File: src/rtl/wss_defs.svh
// Named constants for the waveform segment sequencer
// Assumes inclusion by bare name from rtl files
`ifndef WSS_DEFS_SVH
`define WSS_DEFS_SVH
`define WSS_STEP_W      6
`define WSS_SEG_W       8
`define WSS_RPT_W       16
`define WSS_ADDR_W      20
`define WSS_SAMP_W      16
`define WSS_ENTRY_W     45
`define WSS_STEP_ZERO   6'h00
`define WSS_RPT_ONE     16'h0001
`define WSS_RPT_ZERO    16'h0000
`define WSS_ADDR_ONE    20'h0_0001
`define WSS_ADDR_ZERO   20'h0_0000
`define WSS_SAMP_ZERO   16'h0000
`define WSS_DLY_W       16
`define WSS_DLY_ZERO    16'h0000
`define WSS_DLY_ONE     16'h0001
`endif

File: src/rtl/wss_pkg.sv
// Types shared by the waveform segment sequencer files
// Assumes wss_defs.svh is on the include path
`include "wss_defs.svh"
package wss_pkg;
  // Advance modes
  typedef enum logic [1:0] {
    WSS_ADV_AUTO   = 2'b00,
    WSS_ADV_STEP   = 2'b01,
    WSS_ADV_SINGLE = 2'b10,
    WSS_ADV_MIXED  = 2'b11
  } wss_adv_e;
  // Run modes
  typedef enum logic [1:0] {
    WSS_RUN_CONT  = 2'b00,
    WSS_RUN_TRIG  = 2'b01,
    WSS_RUN_GATED = 2'b10,
    WSS_RUN_BURST = 2'b11
  } wss_run_e;
  // Trigger sources
  typedef enum logic [1:0] {
    WSS_SRC_EXT   = 2'b00,
    WSS_SRC_BUS   = 2'b01,
    WSS_SRC_MIXED = 2'b10,
    WSS_SRC_RSVD  = 2'b11
  } wss_src_e;
  // One sequence table entry
  typedef struct packed {
    logic [`WSS_STEP_W-1:0] link;
    logic [`WSS_SEG_W-1:0]  segment;
    logic [`WSS_RPT_W-1:0]  repeats;
    logic                   advance;
    logic [`WSS_SEG_W-1:0]  pad;
    logic [5:0]             pad2;
  } wss_entry_s;
  // Segment geometry answer
  typedef struct packed {
    logic [`WSS_ADDR_W-1:0] start;
    logic [`WSS_ADDR_W-1:0] length;
  } wss_seg_s;
endpackage : wss_pkg

File: src/rtl/wss_sequencer.sv
// Per-channel segment sequencer: walks the step table, emits sample addresses
// Assumes segment start/length come from a lookup fed by segment number,
// answered combinationally; all inputs are synchronous to ref_clk_i
`timescale 1ns/100ps
`include "wss_defs.svh"
module wss_sequencer #(
  parameter int STEP_W = `WSS_STEP_W,
  parameter int DLY_W  = `WSS_DLY_W
) (
  input  wire logic                    ref_clk_i,
  input  wire logic                    rst_b_i,
  input  wire logic                    tbl_wr_en_i,     // Table write strobe
  input  wire logic [STEP_W-1:0]       tbl_wr_addr_i,   // Table write index
  input  wire wss_pkg::wss_entry_s     tbl_wr_data_i,   // Table entry
  input  wire logic [STEP_W-1:0]       tbl_last_i,      // Index of last step
  input  wire logic                    tbl_loaded_i,    // Table complete
  input  wire logic                    run_i,           // Sequenced playback request
  input  wire wss_pkg::wss_adv_e       adv_mode_i,      // Advance mode
  input  wire wss_pkg::wss_run_e       run_mode_i,      // Run mode
  input  wire wss_pkg::wss_src_e       trig_src_i,      // Trigger source
  input  wire logic [DLY_W-1:0]        trig_delay_i,    // Trigger delay, cycles
  input  wire logic                    external_trigger_input_i,
  input  wire logic                    manual_trigger_button_i,
  input  wire logic                    bus_trigger_i,   // Remote trigger command
  input  wire wss_pkg::wss_seg_s       seg_info_i,      // Geometry of seg_sel_o
  output logic [`WSS_SEG_W-1:0]        seg_sel_o,       // Segment looked up
  output logic [`WSS_ADDR_W-1:0]       samp_addr_o,     // Sample memory address
  output logic                         samp_valid_o,    // Address valid
  output logic [STEP_W-1:0]            cur_step_o,      // Current step index
  output logic                         waiting_o,       // Holding for trigger
  output logic                         conflict_o       // Settings conflict error
);
  import wss_pkg::*;

  initial begin
    if (STEP_W != `WSS_STEP_W || DLY_W < 1) begin
      $error("wss_sequencer: unsupported parameter value");
    end
  end

  // Sequencer states
  typedef enum logic [1:0] {
    WSS_ST_IDLE  = 2'b00,
    WSS_ST_FETCH = 2'b01,
    WSS_ST_PLAY  = 2'b10,
    WSS_ST_HOLD  = 2'b11
  } wss_state_e;

  wss_state_e             state_q;      // Main state
  wss_entry_s             entry;        // Entry read from table
  wss_entry_s             cur_q;        // Entry being played
  logic [STEP_W-1:0]      rd_idx;       // Table read index
  logic [STEP_W-1:0]      nxt_idx;      // Following step index
  logic [`WSS_ADDR_W-1:0] offs_q;       // Offset inside segment
  logic [`WSS_RPT_W-1:0]  rpt_q;        // Repeats left
  logic                   seg_end;      // Last sample of segment
  logic                   step_end;     // Last sample of last repeat
  logic                   pend_q;       // Accepted trigger pending
  logic                   trig_raw;     // Trigger from selected source
  logic                   trig_fire;    // Trigger after delay
  logic [DLY_W-1:0]       dly_q;        // Delay countdown
  logic                   dly_act_q;    // Delay running
  logic                   conflict;     // Illegal mode combination
  logic                   hold_here;    // Step must wait for trigger
  logic                   ok_run;       // Playback allowed

  // Table memory, read one cycle ahead
  wss_table_mem #(
    .DEPTH_LOG2 (STEP_W),
    .WIDTH      (`WSS_ENTRY_W)
  ) u_tbl (
    .ref_clk_i  (ref_clk_i),
    .wr_en_i    (tbl_wr_en_i),
    .wr_addr_i  (tbl_wr_addr_i),
    .wr_data_i  (tbl_wr_data_i),
    .rd_addr_i  (rd_idx),
    .rd_data_o  (entry)
  );

  // Mode legality check
  always_comb begin
    conflict = 1'b0;
    unique case (adv_mode_i)
      WSS_ADV_AUTO:   conflict = (run_mode_i == WSS_RUN_BURST);
      WSS_ADV_STEP:   conflict = (run_mode_i != WSS_RUN_CONT);
      WSS_ADV_SINGLE: conflict = (run_mode_i != WSS_RUN_TRIG);
      WSS_ADV_MIXED:  conflict = (run_mode_i != WSS_RUN_CONT);
    endcase
    if (trig_src_i == WSS_SRC_MIXED || trig_src_i == WSS_SRC_RSVD) begin
      conflict = 1'b1;
    end
  end

  assign ok_run = run_i && tbl_loaded_i && !conflict;

  // Trigger source select
  always_comb begin
    unique case (trig_src_i)
      WSS_SRC_EXT: trig_raw = external_trigger_input_i | manual_trigger_button_i;
      WSS_SRC_BUS: trig_raw = bus_trigger_i;
      default:     trig_raw = 1'b0;
    endcase
  end

  // Trigger delay, zero passes through
  always_ff @(posedge ref_clk_i or negedge rst_b_i) begin
    if (!rst_b_i) begin
      dly_q     <= '0;
      dly_act_q <= 1'b0;
    end else if (trig_raw && !dly_act_q && trig_delay_i != '0) begin
      dly_q     <= trig_delay_i - DLY_W'(`WSS_DLY_ONE);
      dly_act_q <= 1'b1;
    end else if (dly_act_q && dly_q != '0) begin
      dly_q <= dly_q - DLY_W'(`WSS_DLY_ONE);
    end else begin
      dly_act_q <= 1'b0;
    end
  end

  assign trig_fire = (trig_raw && trig_delay_i == '0) || (dly_act_q && dly_q == '0);

  // Boundary and step flags
  assign seg_end  = (offs_q + `WSS_ADDR_ONE == seg_info_i.length);
  assign step_end = seg_end && (rpt_q <= `WSS_RPT_ONE);
  assign nxt_idx  = (cur_step_o == tbl_last_i) ? `WSS_STEP_ZERO
                                               : cur_step_o + 1'b1;
  assign rd_idx   = (state_q == WSS_ST_PLAY || state_q == WSS_ST_HOLD) ? nxt_idx
                                                                       : `WSS_STEP_ZERO;

  // Step needs a trigger before leaving
  always_comb begin
    unique case (adv_mode_i)
      WSS_ADV_AUTO:   hold_here = 1'b0;
      WSS_ADV_STEP:   hold_here = 1'b1;
      WSS_ADV_SINGLE: hold_here = 1'b1;
      WSS_ADV_MIXED:  hold_here = cur_q.advance;
    endcase
  end

  // Pending trigger; each trigger is spent on at most one advance
  always_ff @(posedge ref_clk_i or negedge rst_b_i) begin
    if (!rst_b_i) begin
      pend_q <= 1'b0;
    end else if (state_q == WSS_ST_IDLE || state_q == WSS_ST_FETCH) begin
      pend_q <= 1'b0;
    end else if (state_q == WSS_ST_HOLD) begin
      pend_q <= trig_fire;            // Pending one used on leaving, new one kept
    end else if (step_end && hold_here) begin
      pend_q <= pend_q && trig_fire;  // used here; keep only a second trigger
    end else if (trig_fire) begin
      pend_q <= 1'b1;
    end else if (step_end && state_q == WSS_ST_PLAY) begin
      pend_q <= 1'b0;
    end
  end

  // Main walk through the table
  always_ff @(posedge ref_clk_i or negedge rst_b_i) begin
    if (!rst_b_i) begin
      state_q    <= WSS_ST_IDLE;
      cur_q      <= '0;
      cur_step_o <= '0;
      offs_q     <= `WSS_ADDR_ZERO;
      rpt_q      <= `WSS_RPT_ZERO;
    end else if (!ok_run) begin
      state_q    <= WSS_ST_IDLE;
      cur_step_o <= '0;
    end else begin
      unique case (state_q)
        WSS_ST_IDLE: begin
          state_q <= WSS_ST_FETCH; // Table read of step zero
        end
        WSS_ST_FETCH: begin
          cur_q      <= entry;
          cur_step_o <= `WSS_STEP_ZERO;
          rpt_q      <= entry.repeats;
          offs_q     <= `WSS_ADDR_ZERO;
          state_q    <= WSS_ST_PLAY;
        end
        WSS_ST_PLAY: begin
          if (!seg_end) begin
            offs_q <= offs_q + `WSS_ADDR_ONE;
          end else if (!step_end) begin
            offs_q <= `WSS_ADDR_ZERO;
            rpt_q  <= rpt_q - `WSS_RPT_ONE;
          end else if (!hold_here || pend_q || trig_fire) begin
            cur_q      <= entry;
            cur_step_o <= nxt_idx;
            rpt_q      <= entry.repeats;
            offs_q     <= `WSS_ADDR_ZERO;
          end else if (adv_mode_i == WSS_ADV_SINGLE) begin
            state_q <= WSS_ST_HOLD;
          end else begin
            offs_q <= `WSS_ADDR_ZERO;
            rpt_q  <= cur_q.repeats;
          end
        end
        WSS_ST_HOLD: begin
          if (pend_q) begin
            cur_q      <= entry;
            cur_step_o <= nxt_idx;
            rpt_q      <= entry.repeats;
            offs_q     <= `WSS_ADDR_ZERO;
            state_q    <= WSS_ST_PLAY;
          end
        end
      endcase
    end
  end

  assign seg_sel_o = cur_q.segment;

  // Registered outputs
  always_ff @(posedge ref_clk_i or negedge rst_b_i) begin
    if (!rst_b_i) begin
      samp_addr_o  <= `WSS_ADDR_ZERO;
      samp_valid_o <= 1'b0;
      waiting_o    <= 1'b0;
      conflict_o   <= 1'b0;
    end else begin
      samp_addr_o  <= seg_info_i.start + offs_q;
      samp_valid_o <= ok_run && state_q == WSS_ST_PLAY;
      waiting_o    <= ok_run && state_q == WSS_ST_HOLD;
      conflict_o   <= run_i && conflict;
    end
  end
endmodule : wss_sequencer

File: src/rtl/wss_table_mem.sv
// Sequence table memory, one entry per step
// Assumes one write port from host, registered read
`timescale 1ns/100ps
module wss_table_mem #(
  parameter int DEPTH_LOG2 = 6,
  parameter int WIDTH      = 45
) (
  input  wire logic                  ref_clk_i,
  input  wire logic                  wr_en_i,
  input  wire logic [DEPTH_LOG2-1:0] wr_addr_i,
  input  wire logic [WIDTH-1:0]      wr_data_i,
  input  wire logic [DEPTH_LOG2-1:0] rd_addr_i,
  output logic      [WIDTH-1:0]      rd_data_o
);
  logic [WIDTH-1:0] mem_q [2**DEPTH_LOG2]; // Storage array

  // Host write port
  always_ff @(posedge ref_clk_i) begin
    if (wr_en_i) begin
      mem_q[wr_addr_i] <= wr_data_i;
    end
  end

  // Registered read port
  always_ff @(posedge ref_clk_i) begin
    rd_data_o <= mem_q[rd_addr_i];
  end
endmodule : wss_table_mem

File: config.mk
export PLATFORM = sky130hd
export DESIGN_NAME = wss_sequencer
export DESIGN_NICKNAME = d
export VERILOG_FILES = /design/src/rtl/wss_pkg.sv /design/src/rtl/wss_sequencer.sv /design/src/rtl/wss_table_mem.sv
export VERILOG_INCLUDE_DIRS = /design/src /design/src/rtl
export SDC_FILE = /design/constraint.sdc
export NUM_CORES = 2
export LEC_CHECK = 0
export BUFFER_PORTS_ARGS = -buffer_cell sky130_fd_sc_hd__buf_2
export CAP_MARGIN = 10
export CELL_PAD_IN_SITES_DETAIL_PLACEMENT = 0
export CELL_PAD_IN_SITES_GLOBAL_PLACEMENT = 1
export CORE_MARGIN = 2
export CORE_UTILIZATION = 45
export CTS_CLUSTER_DIAMETER = 80
export CTS_CLUSTER_SIZE = 30
export DETAILED_ROUTE_END_ITERATION = 12
export PLACE_DENSITY = 0.72
export SLEW_MARGIN = 15
export SYNTH_ARGS = -nofsm -noshare
export SYNTH_HDL_FRONTEND = slang
export SYNTH_SLANG_ARGS = --single-unit
File: constraint.sdc
create_clock -name ref_clk_i -period 4.23 [get_ports ref_clk_i]
set_input_delay 0.6345 -clock ref_clk_i [delete_from_list [all_inputs] [get_ports ref_clk_i]]
set_output_delay 0.6345 -clock ref_clk_i [all_outputs]
set_load 0.02 [all_outputs]
-- Word level (Yosys, flattened, before mapping)
Memory sizes are Yosys's and may differ from the RTL's. A register that Yosys moved wholly into a read port is not among the register bits.
Cells that the tools add are included.
- $add $sub $neg: 6
- magnitude comparators: 1
- eq/ne operators: 27
- multiplexer cells: 47
- bitwise gates (word level): 1
- reduce and logical (&&, ||, !) cells: 41
- operators with widths (operator ; count):
    2-to-1 mux 39 bit ; 4
    case mux 39 bit (3 select lines) ; 1
    2-to-1 mux 16 bit ; 7
    2-to-1 mux 20 bit ; 5
    case mux 20 bit (3 select lines) ; 1
    case mux 16 bit (3 select lines) ; 1
    subtractor 16 x 1 -> 16 bit (second input constant) ; 3
    2-to-1 mux 6 bit ; 7
    zero test 16 bit ; 2
    nonzero test 16 bit ; 2
    adder 20 x 1 -> 20 bit (second input constant) ; 1
    adder 20 bit ; 1
    == test 20 bit ; 1
    != test 3 bit (second input constant) ; 6
    case mux 6 bit (3 select lines) ; 1
    less-or-equal comparator 16 x 1 -> 1 bit (second input constant) ; 1
    AND reduction 5 bit ; 3
    == test 2 bit (second input constant) ; 7
    logical AND 1 bit ; 14
    2-to-1 mux 2 bit ; 6
    2-to-1 mux 1 bit ; 10
    != test 2 bit (second input constant) ; 5
    case mux 2 bit (4 select lines) ; 1
    adder 6 x 1 -> 6 bit (second input constant) ; 1
    18 further kinds ; 32
- bits in registers: 110
- bits in writable memories: 2880
- bits of input ports: 127
- output and inout bits: 37
- logic and storage cells: 138
- memories: 1
- memories (name ; words ; bits a word ; read ports ; clocked after Yosys merged registers in ; write ports ; line ; source):
    u_tbl.mem_q ; 64 ; 45 ; 1 ; 1 ; 1 ; wss_table_mem.sv:15 ; logic [WIDTH-1:0] mem_q [2**DEPTH_LOG2];

-- Longest topological paths before layout
- depth in word-level cells: 11
- depth in mapped cells: 14
- gate-level depth less buffers: 12

-- Hierarchy
Synthesis repeated with hierarchy kept, for this count alone.
- cell total of the unflattened synthesis: 5556
- area total of the unflattened synthesis: 117751.7 µm²
- by module, submodules not included (module ; instances ; cells each ; area each (µm²) ; sequential area each (µm²)):
    wss_table_mem ; 1 ; 4670 ; 109929.2 ; 87383.8
    wss_sequencer ; 1 ; 886 ; 7822.5 ; 2752.6

-- Worst setup path after synthesis
No wires, ideal clock.
- path type: in2reg
- start: input trig_delay_i[11]
- end: register dly_q[12]
- setup time: 140 ps
- arrival: 3651 ps
- data required time: 4090 ps
- setup slack: 439 ps
- stages on the path: 12
- path buffers: 2
- cell sequence: nor4_1 > nand3b_1 > o211ai_1 > clkbuf_1 > clkbuf_1 > mux2i_1 > ha_1 > inv_1 > nor3_1 > o21ai_0 > a2111oi_0 > a211oi_1
- cells in the longest elaborated chain, start to end: 3
- elaborated cells on any way between the ends: 5
- classes of those cells: add/sub: 1; mux: 1; reduce/logical: 3
- RTL lines (item ; line ; source):
    start: declaration ; wss_sequencer.sv:21 ; input wire logic [DLY_W-1:0] trig_delay_i,
    branches (longest 3 deep; another with subtractor 16 x 1 -> 16 bit) ; - ;
    end signal: assignment ; wss_sequencer.sv:111 ; dly_q <= trig_delay_i - DLY_W'(`WSS_DLY_ONE);
    end signal: assignment ; wss_sequencer.sv:114 ; dly_q <= dly_q - DLY_W'(`WSS_DLY_ONE);
    end: declaration ; wss_sequencer.sv:61 ; logic [DLY_W-1:0] dly_q;
Parallel ways; which one is timed is not known.
A chain may end at the register's enable or synchronous reset.

-- Worst setup path in the final report
- start: register cur_step_o[0]
- end: register u_tbl.rd_data_o[23] (read register of u_tbl.mem_q)
- cells in the longest elaborated chain, start to end: 3
- elaborated cells on any way between the ends: 4
- classes of those cells: add/sub: 1; eq/ne: 1; mux: 2
- RTL lines (item ; line ; source):
    start: declaration ; wss_sequencer.sv:29 ; output logic [STEP_W-1:0] cur_step_o,
    start signal: assignment ; wss_sequencer.sv:175 ; cur_step_o <= `WSS_STEP_ZERO;
    start signal: assignment ; wss_sequencer.sv:188 ; cur_step_o <= nxt_idx;
    start signal: assignment ; wss_sequencer.sv:201 ; cur_step_o <= nxt_idx;
    adder 6 x 1 -> 6 bit / == test 6 bit (equally long branches) ; wss_sequencer.sv:126, wss_sequencer.sv:125 ;
    2-to-1 mux 6 bit * ; wss_sequencer.sv:125 ; assign nxt_idx = (cur_step_o == tbl_last_i) ? `WSS_STEP_ZERO
    2-to-1 mux 6 bit (no line) * ; - ;
    end: declaration ; wss_table_mem.sv:13 ; output logic [WIDTH-1:0] rd_data_o
Mark *: on every way between the ends. The rest lies on a longest branch, timed or not.

==> flow_metrics.py <==
metrics = {
    "status": {
        "outcome": "complete, no violations",
    },
    "setup_path": {
        "critPathLaunchType": "register",
        "r2r_cells": 10,
        "crit_family": "buffers and inverters",
        "crit_type": "reg -> reg",
        "critPathSlowestCell": "dfrtp_4",
        "path_cells": "ha_1 -> xor2_4 -> nor2b_4 -> buf_12 -> buf_12 -> mux4_2 -> a22o_1 -> nor4_1 -> buf_4 -> nor4_1",
        "r2r_slack_ns": 0.53,
        "r2r_start": "cur_step_o[0]",
        "crit_path_start": "cur_step_o[0]",
        "cp.arrival_ns": 4.28,
        "end_kind": "register",
        "cp.depth": 10,
        "cp_max_fo": 48,
        "critPathMaxStageDelay_ns": 0.61,
        "critPathBufInv": 3,
        "crit_required_ns": 4.81,
    },
    "global_routing": {
        "busiest_layer": "met2",
        "grt_util_met2_pct": 34.9,
        "use_met1_pct": 29.7,
        "grt-ovfl-total": 0,
        "grt_pass1_vias": 35800,
        "grt_pass1_wl_mm": 245,
        "grt_max_degree": 118,
        "grt.total_usage_pct": 21.3,
        "antenna_found_initial": 7,
        "met3_usage_pct": 2.92,
    },
    "final_layout": {
        "final_cells": 6138,
        "layout_common_cells": "edfxtp_1 (1600), mux2i_1 (417), buf_4 (216)",
        "num-nets-final": 4197,
        "syn_to_final_growth_pct": 10.5,
        "drive_gt1_share_pct": 20.1,
        "nFillCells": 12600,
        "final_common_cell": "edfxtp_1",
    },
    "power_and_ir_drop": {
        "power.share.combinational_pct": 4.2,
        "switchingPower_w": 0.00639,
        "p_int_w": 0.0231,
        "p_seq_share_pct": 64.7,
        "ir_drop_mv": 0.301,
        "p_leak_nw": 23.7,
        "clockPowerShare_pct": 31.1,
        "pwr_density_cell_mw_per_mm2": 385,
        "swShare_pct": 21.6,
    },
    "floorplan": {
        "io_pins": 164,
        "fp.coreArea_mm2": 0.154,
        "die_area_mm2": 0.157,
        "start_util_pct": 45.2,
        "die_w_um": 397,
        "die_h_um": 397,
        "rows": 144,
    },
    "worst_hold_path": {
        "hold_class": "in -> reg",
        "whs_path_depth": 1,
        "hold_path.startpoint": "tbl_wr_data_i[38]",
    },
    "drt": {
        "first_pass_iters": 7,
        "routed_via_density": 6.00,
        "num_vias": 36900,
        "drtIter0Drc": 3506,
        "ant_nets": 0,
        "post-route-drc-count": 0,
        "wl_mm": 170,
        "wl_per_cell_um": 27.6,
    },
    "cts": {
        "cts_max_level": 3,
        "path_clk_slew_ns": 0.11,
        "cts_root_buf": "clkbuf_16",
        "cts_buffers": 76,
        "cts_sinks": 1735,
        "cts_buffer_depth": 3,
        "cts_tree": "built",
        "clkLatencyLatePin_ns": 0.73,
        "post_cts_resized": 0,
    },
    "synthesis": {
        "synth_edf_count": 1600,
        "syn-num-nets": 3968,
        "synthDistinctLibCells": 87,
        "synth-async-reset-ratio_pct": 6.34,
        "synth_seq_area_share_pct": 73.9,
        "syn_inst": 3811,
        "yosysWarnings": 0,
        "syn_area_mm2": 0.0694,
        "synth_area_per_cell_um2": 18.2,
        "synth_seq_cells": 1735,
        "synthFlopType": "edfxtp_1",
    },
    "timing": {
        "rsz0062_at_grt": "false",
        "worst_clock_skew_ns": 0.0600,
        "fin_tns_setup_ns": 0,
        "tightest_slew_ns": 1.06,
        "slew_headroom_pct": 29.1,
        "period_minus_slack_ns": 3.70,
        "timing.fmax_mhz": 270,
        "period_share_pct": 87.5,
        "slew_viol_final": 0,
        "setup_violations": 0,
        "finalHoldViolCount": 0,
    },
    "place": {
        "place.detailed.hpwl_mm": 102,
        "gp_congestion": 0.818,
        "port_buffers": 143,
        "place_inst": 6005,
    },
    "job": {
        "maxCapViolCount": 0,
    },
}
flip-flops by register name (all words and copies together), names as in the netlist, 2 cells and up:
register	cells
cur_q	17
cur_step_o	6
dly_q	16
offs_q	20
rpt_q	16
samp_addr_o	20
seg_sel_o	8
state_q	2
u_tbl.mem_q	1600
u_tbl.rd_data_o	25
synth_stat cells, drive strengths merged, types with 12 or more instances:
| library cell | count | share of area, % |
|---|---|---|
| a21oi | 73 | 0.53 |
| a221oi | 201 | 2.5 |
| a22o | 102 | 1.3 |
| and3 | 12 | 0.12 |
| buf | 74 | 0.62 |
| clkbuf | 168 | 0.91 |
| dfrtp | 110 | 4.0 |
| dfxtp | 25 | 0.72 |
| edfxtp | 1600 | 69 |
| ha | 29 | 0.52 |
| inv | 26 | 0.14 |
| mux2 | 25 | 0.51 |
| mux2i | 417 | 6.0 |
| mux4 | 200 | 6.5 |
| nand2 | 63 | 0.34 |
| nand3 | 33 | 0.24 |
| nand4 | 13 | 0.14 |
| nor2 | 153 | 0.83 |
| nor2b | 17 | 0.16 |
| nor3 | 30 | 0.22 |
| nor4 | 141 | 1.3 |
| o21ai | 59 | 0.43 |
| o31ai | 32 | 0.35 |
| or3 | 42 | 0.38 |
| xnor2 | 43 | 0.54 |
| xor2 | 18 | 0.23 |
worst paths after layout:
kind / endpoint
max: u_tbl.rd_data_o[23]
min: u_tbl.mem_q[57][38]
max reg2reg: u_tbl.rd_data_o[23]
min reg2reg: seg_sel_o[1]
max in group asynchronous: dly_q[0]
min in group asynchronous: offs_q[4]
worst register-to-register path: stages (launching register included):
cell and delay (ns):
dfrtp_4 0.61, ha_1 0.32, xor2_4 0.20, nor2b_4 0.27
buf_12 0.21, buf_12 0.38, mux4_2 0.59, a22o_1 0.29
nor4_1 0.37, buf_4 0.24, nor4_1 0.07
routing by layer:
layer	vias up	wire length, um
li1	16100	-
met1	19200	70800
met2	1323	81900
met3	243	11100
met4	8	5610
met5	-	55
per-stage QoR:
stage | hold WS (ns) | total power, W | util [%] | worst slack, ns | area, um^2
3_3_place_gp | 0.448 | 0.0207 | 48.3 | 0.405 | 74200
5_1_grt | 0.0879 | 0.0304 | 49.9 | 0.306 | 76600
4_1_cts | 0.0731 | 0.0297 | 49.9 | 0.535 | 76600
6_report | 0.122 | 0.0295 | 49.9 | 0.530 | 76600
2_1_floorplan | 0.339 | 0.0201 | - | 0.439 | 69400
3_5_place_dp | 0.456 | 0.0207 | 48.3 | 0.449 | 74200
final cells by class:
type	count	area, um^2	share of cell area (%)
antenna	1	2.50	0.00327
clock buffer	105	2070	2.71
clock inverter	26	392	0.511
inverter	26	97.6	0.127
multi-input combinational	1807	17200	22.4
sequential	1735	51300	66.9
tap	2044	2560	3.34
timing repair buffer	394	3040	3.97
power by group through the flow:
stage	Sequential, W	Combinational [W]	Clock [W]
floorplan	0.0195	0.000629	0
global placement	0.0195	0.00122	0
detailed placement	0.0195	0.00125	0
CTS	0.0191	0.00125	0.00937
global route	0.0191	0.00137	0.00993
finish	0.0191	0.00124	0.00919
what timing repair did:
item	CTS	global route
hold buffers	1	0
endpoints found under the hold margin	47	0
setup buffers	0	0
logic make-up (layout without fill, tap and decap cells):
family          count (synthesis)  in the layout  share of synthesized area [%]
flops                        1735           1735                           73.9
mux                           642            642                           13.0
simple gates                  553            553                           4.28
compound gates                521            521                           5.75
buf+inv                       269            551                           1.69
xor+xnor                       61             61                          0.770
fa+ha+maj                      30             30                          0.552
other cells                     0              1                              0
Note: power is estimated with default switching activity, not from simulation.
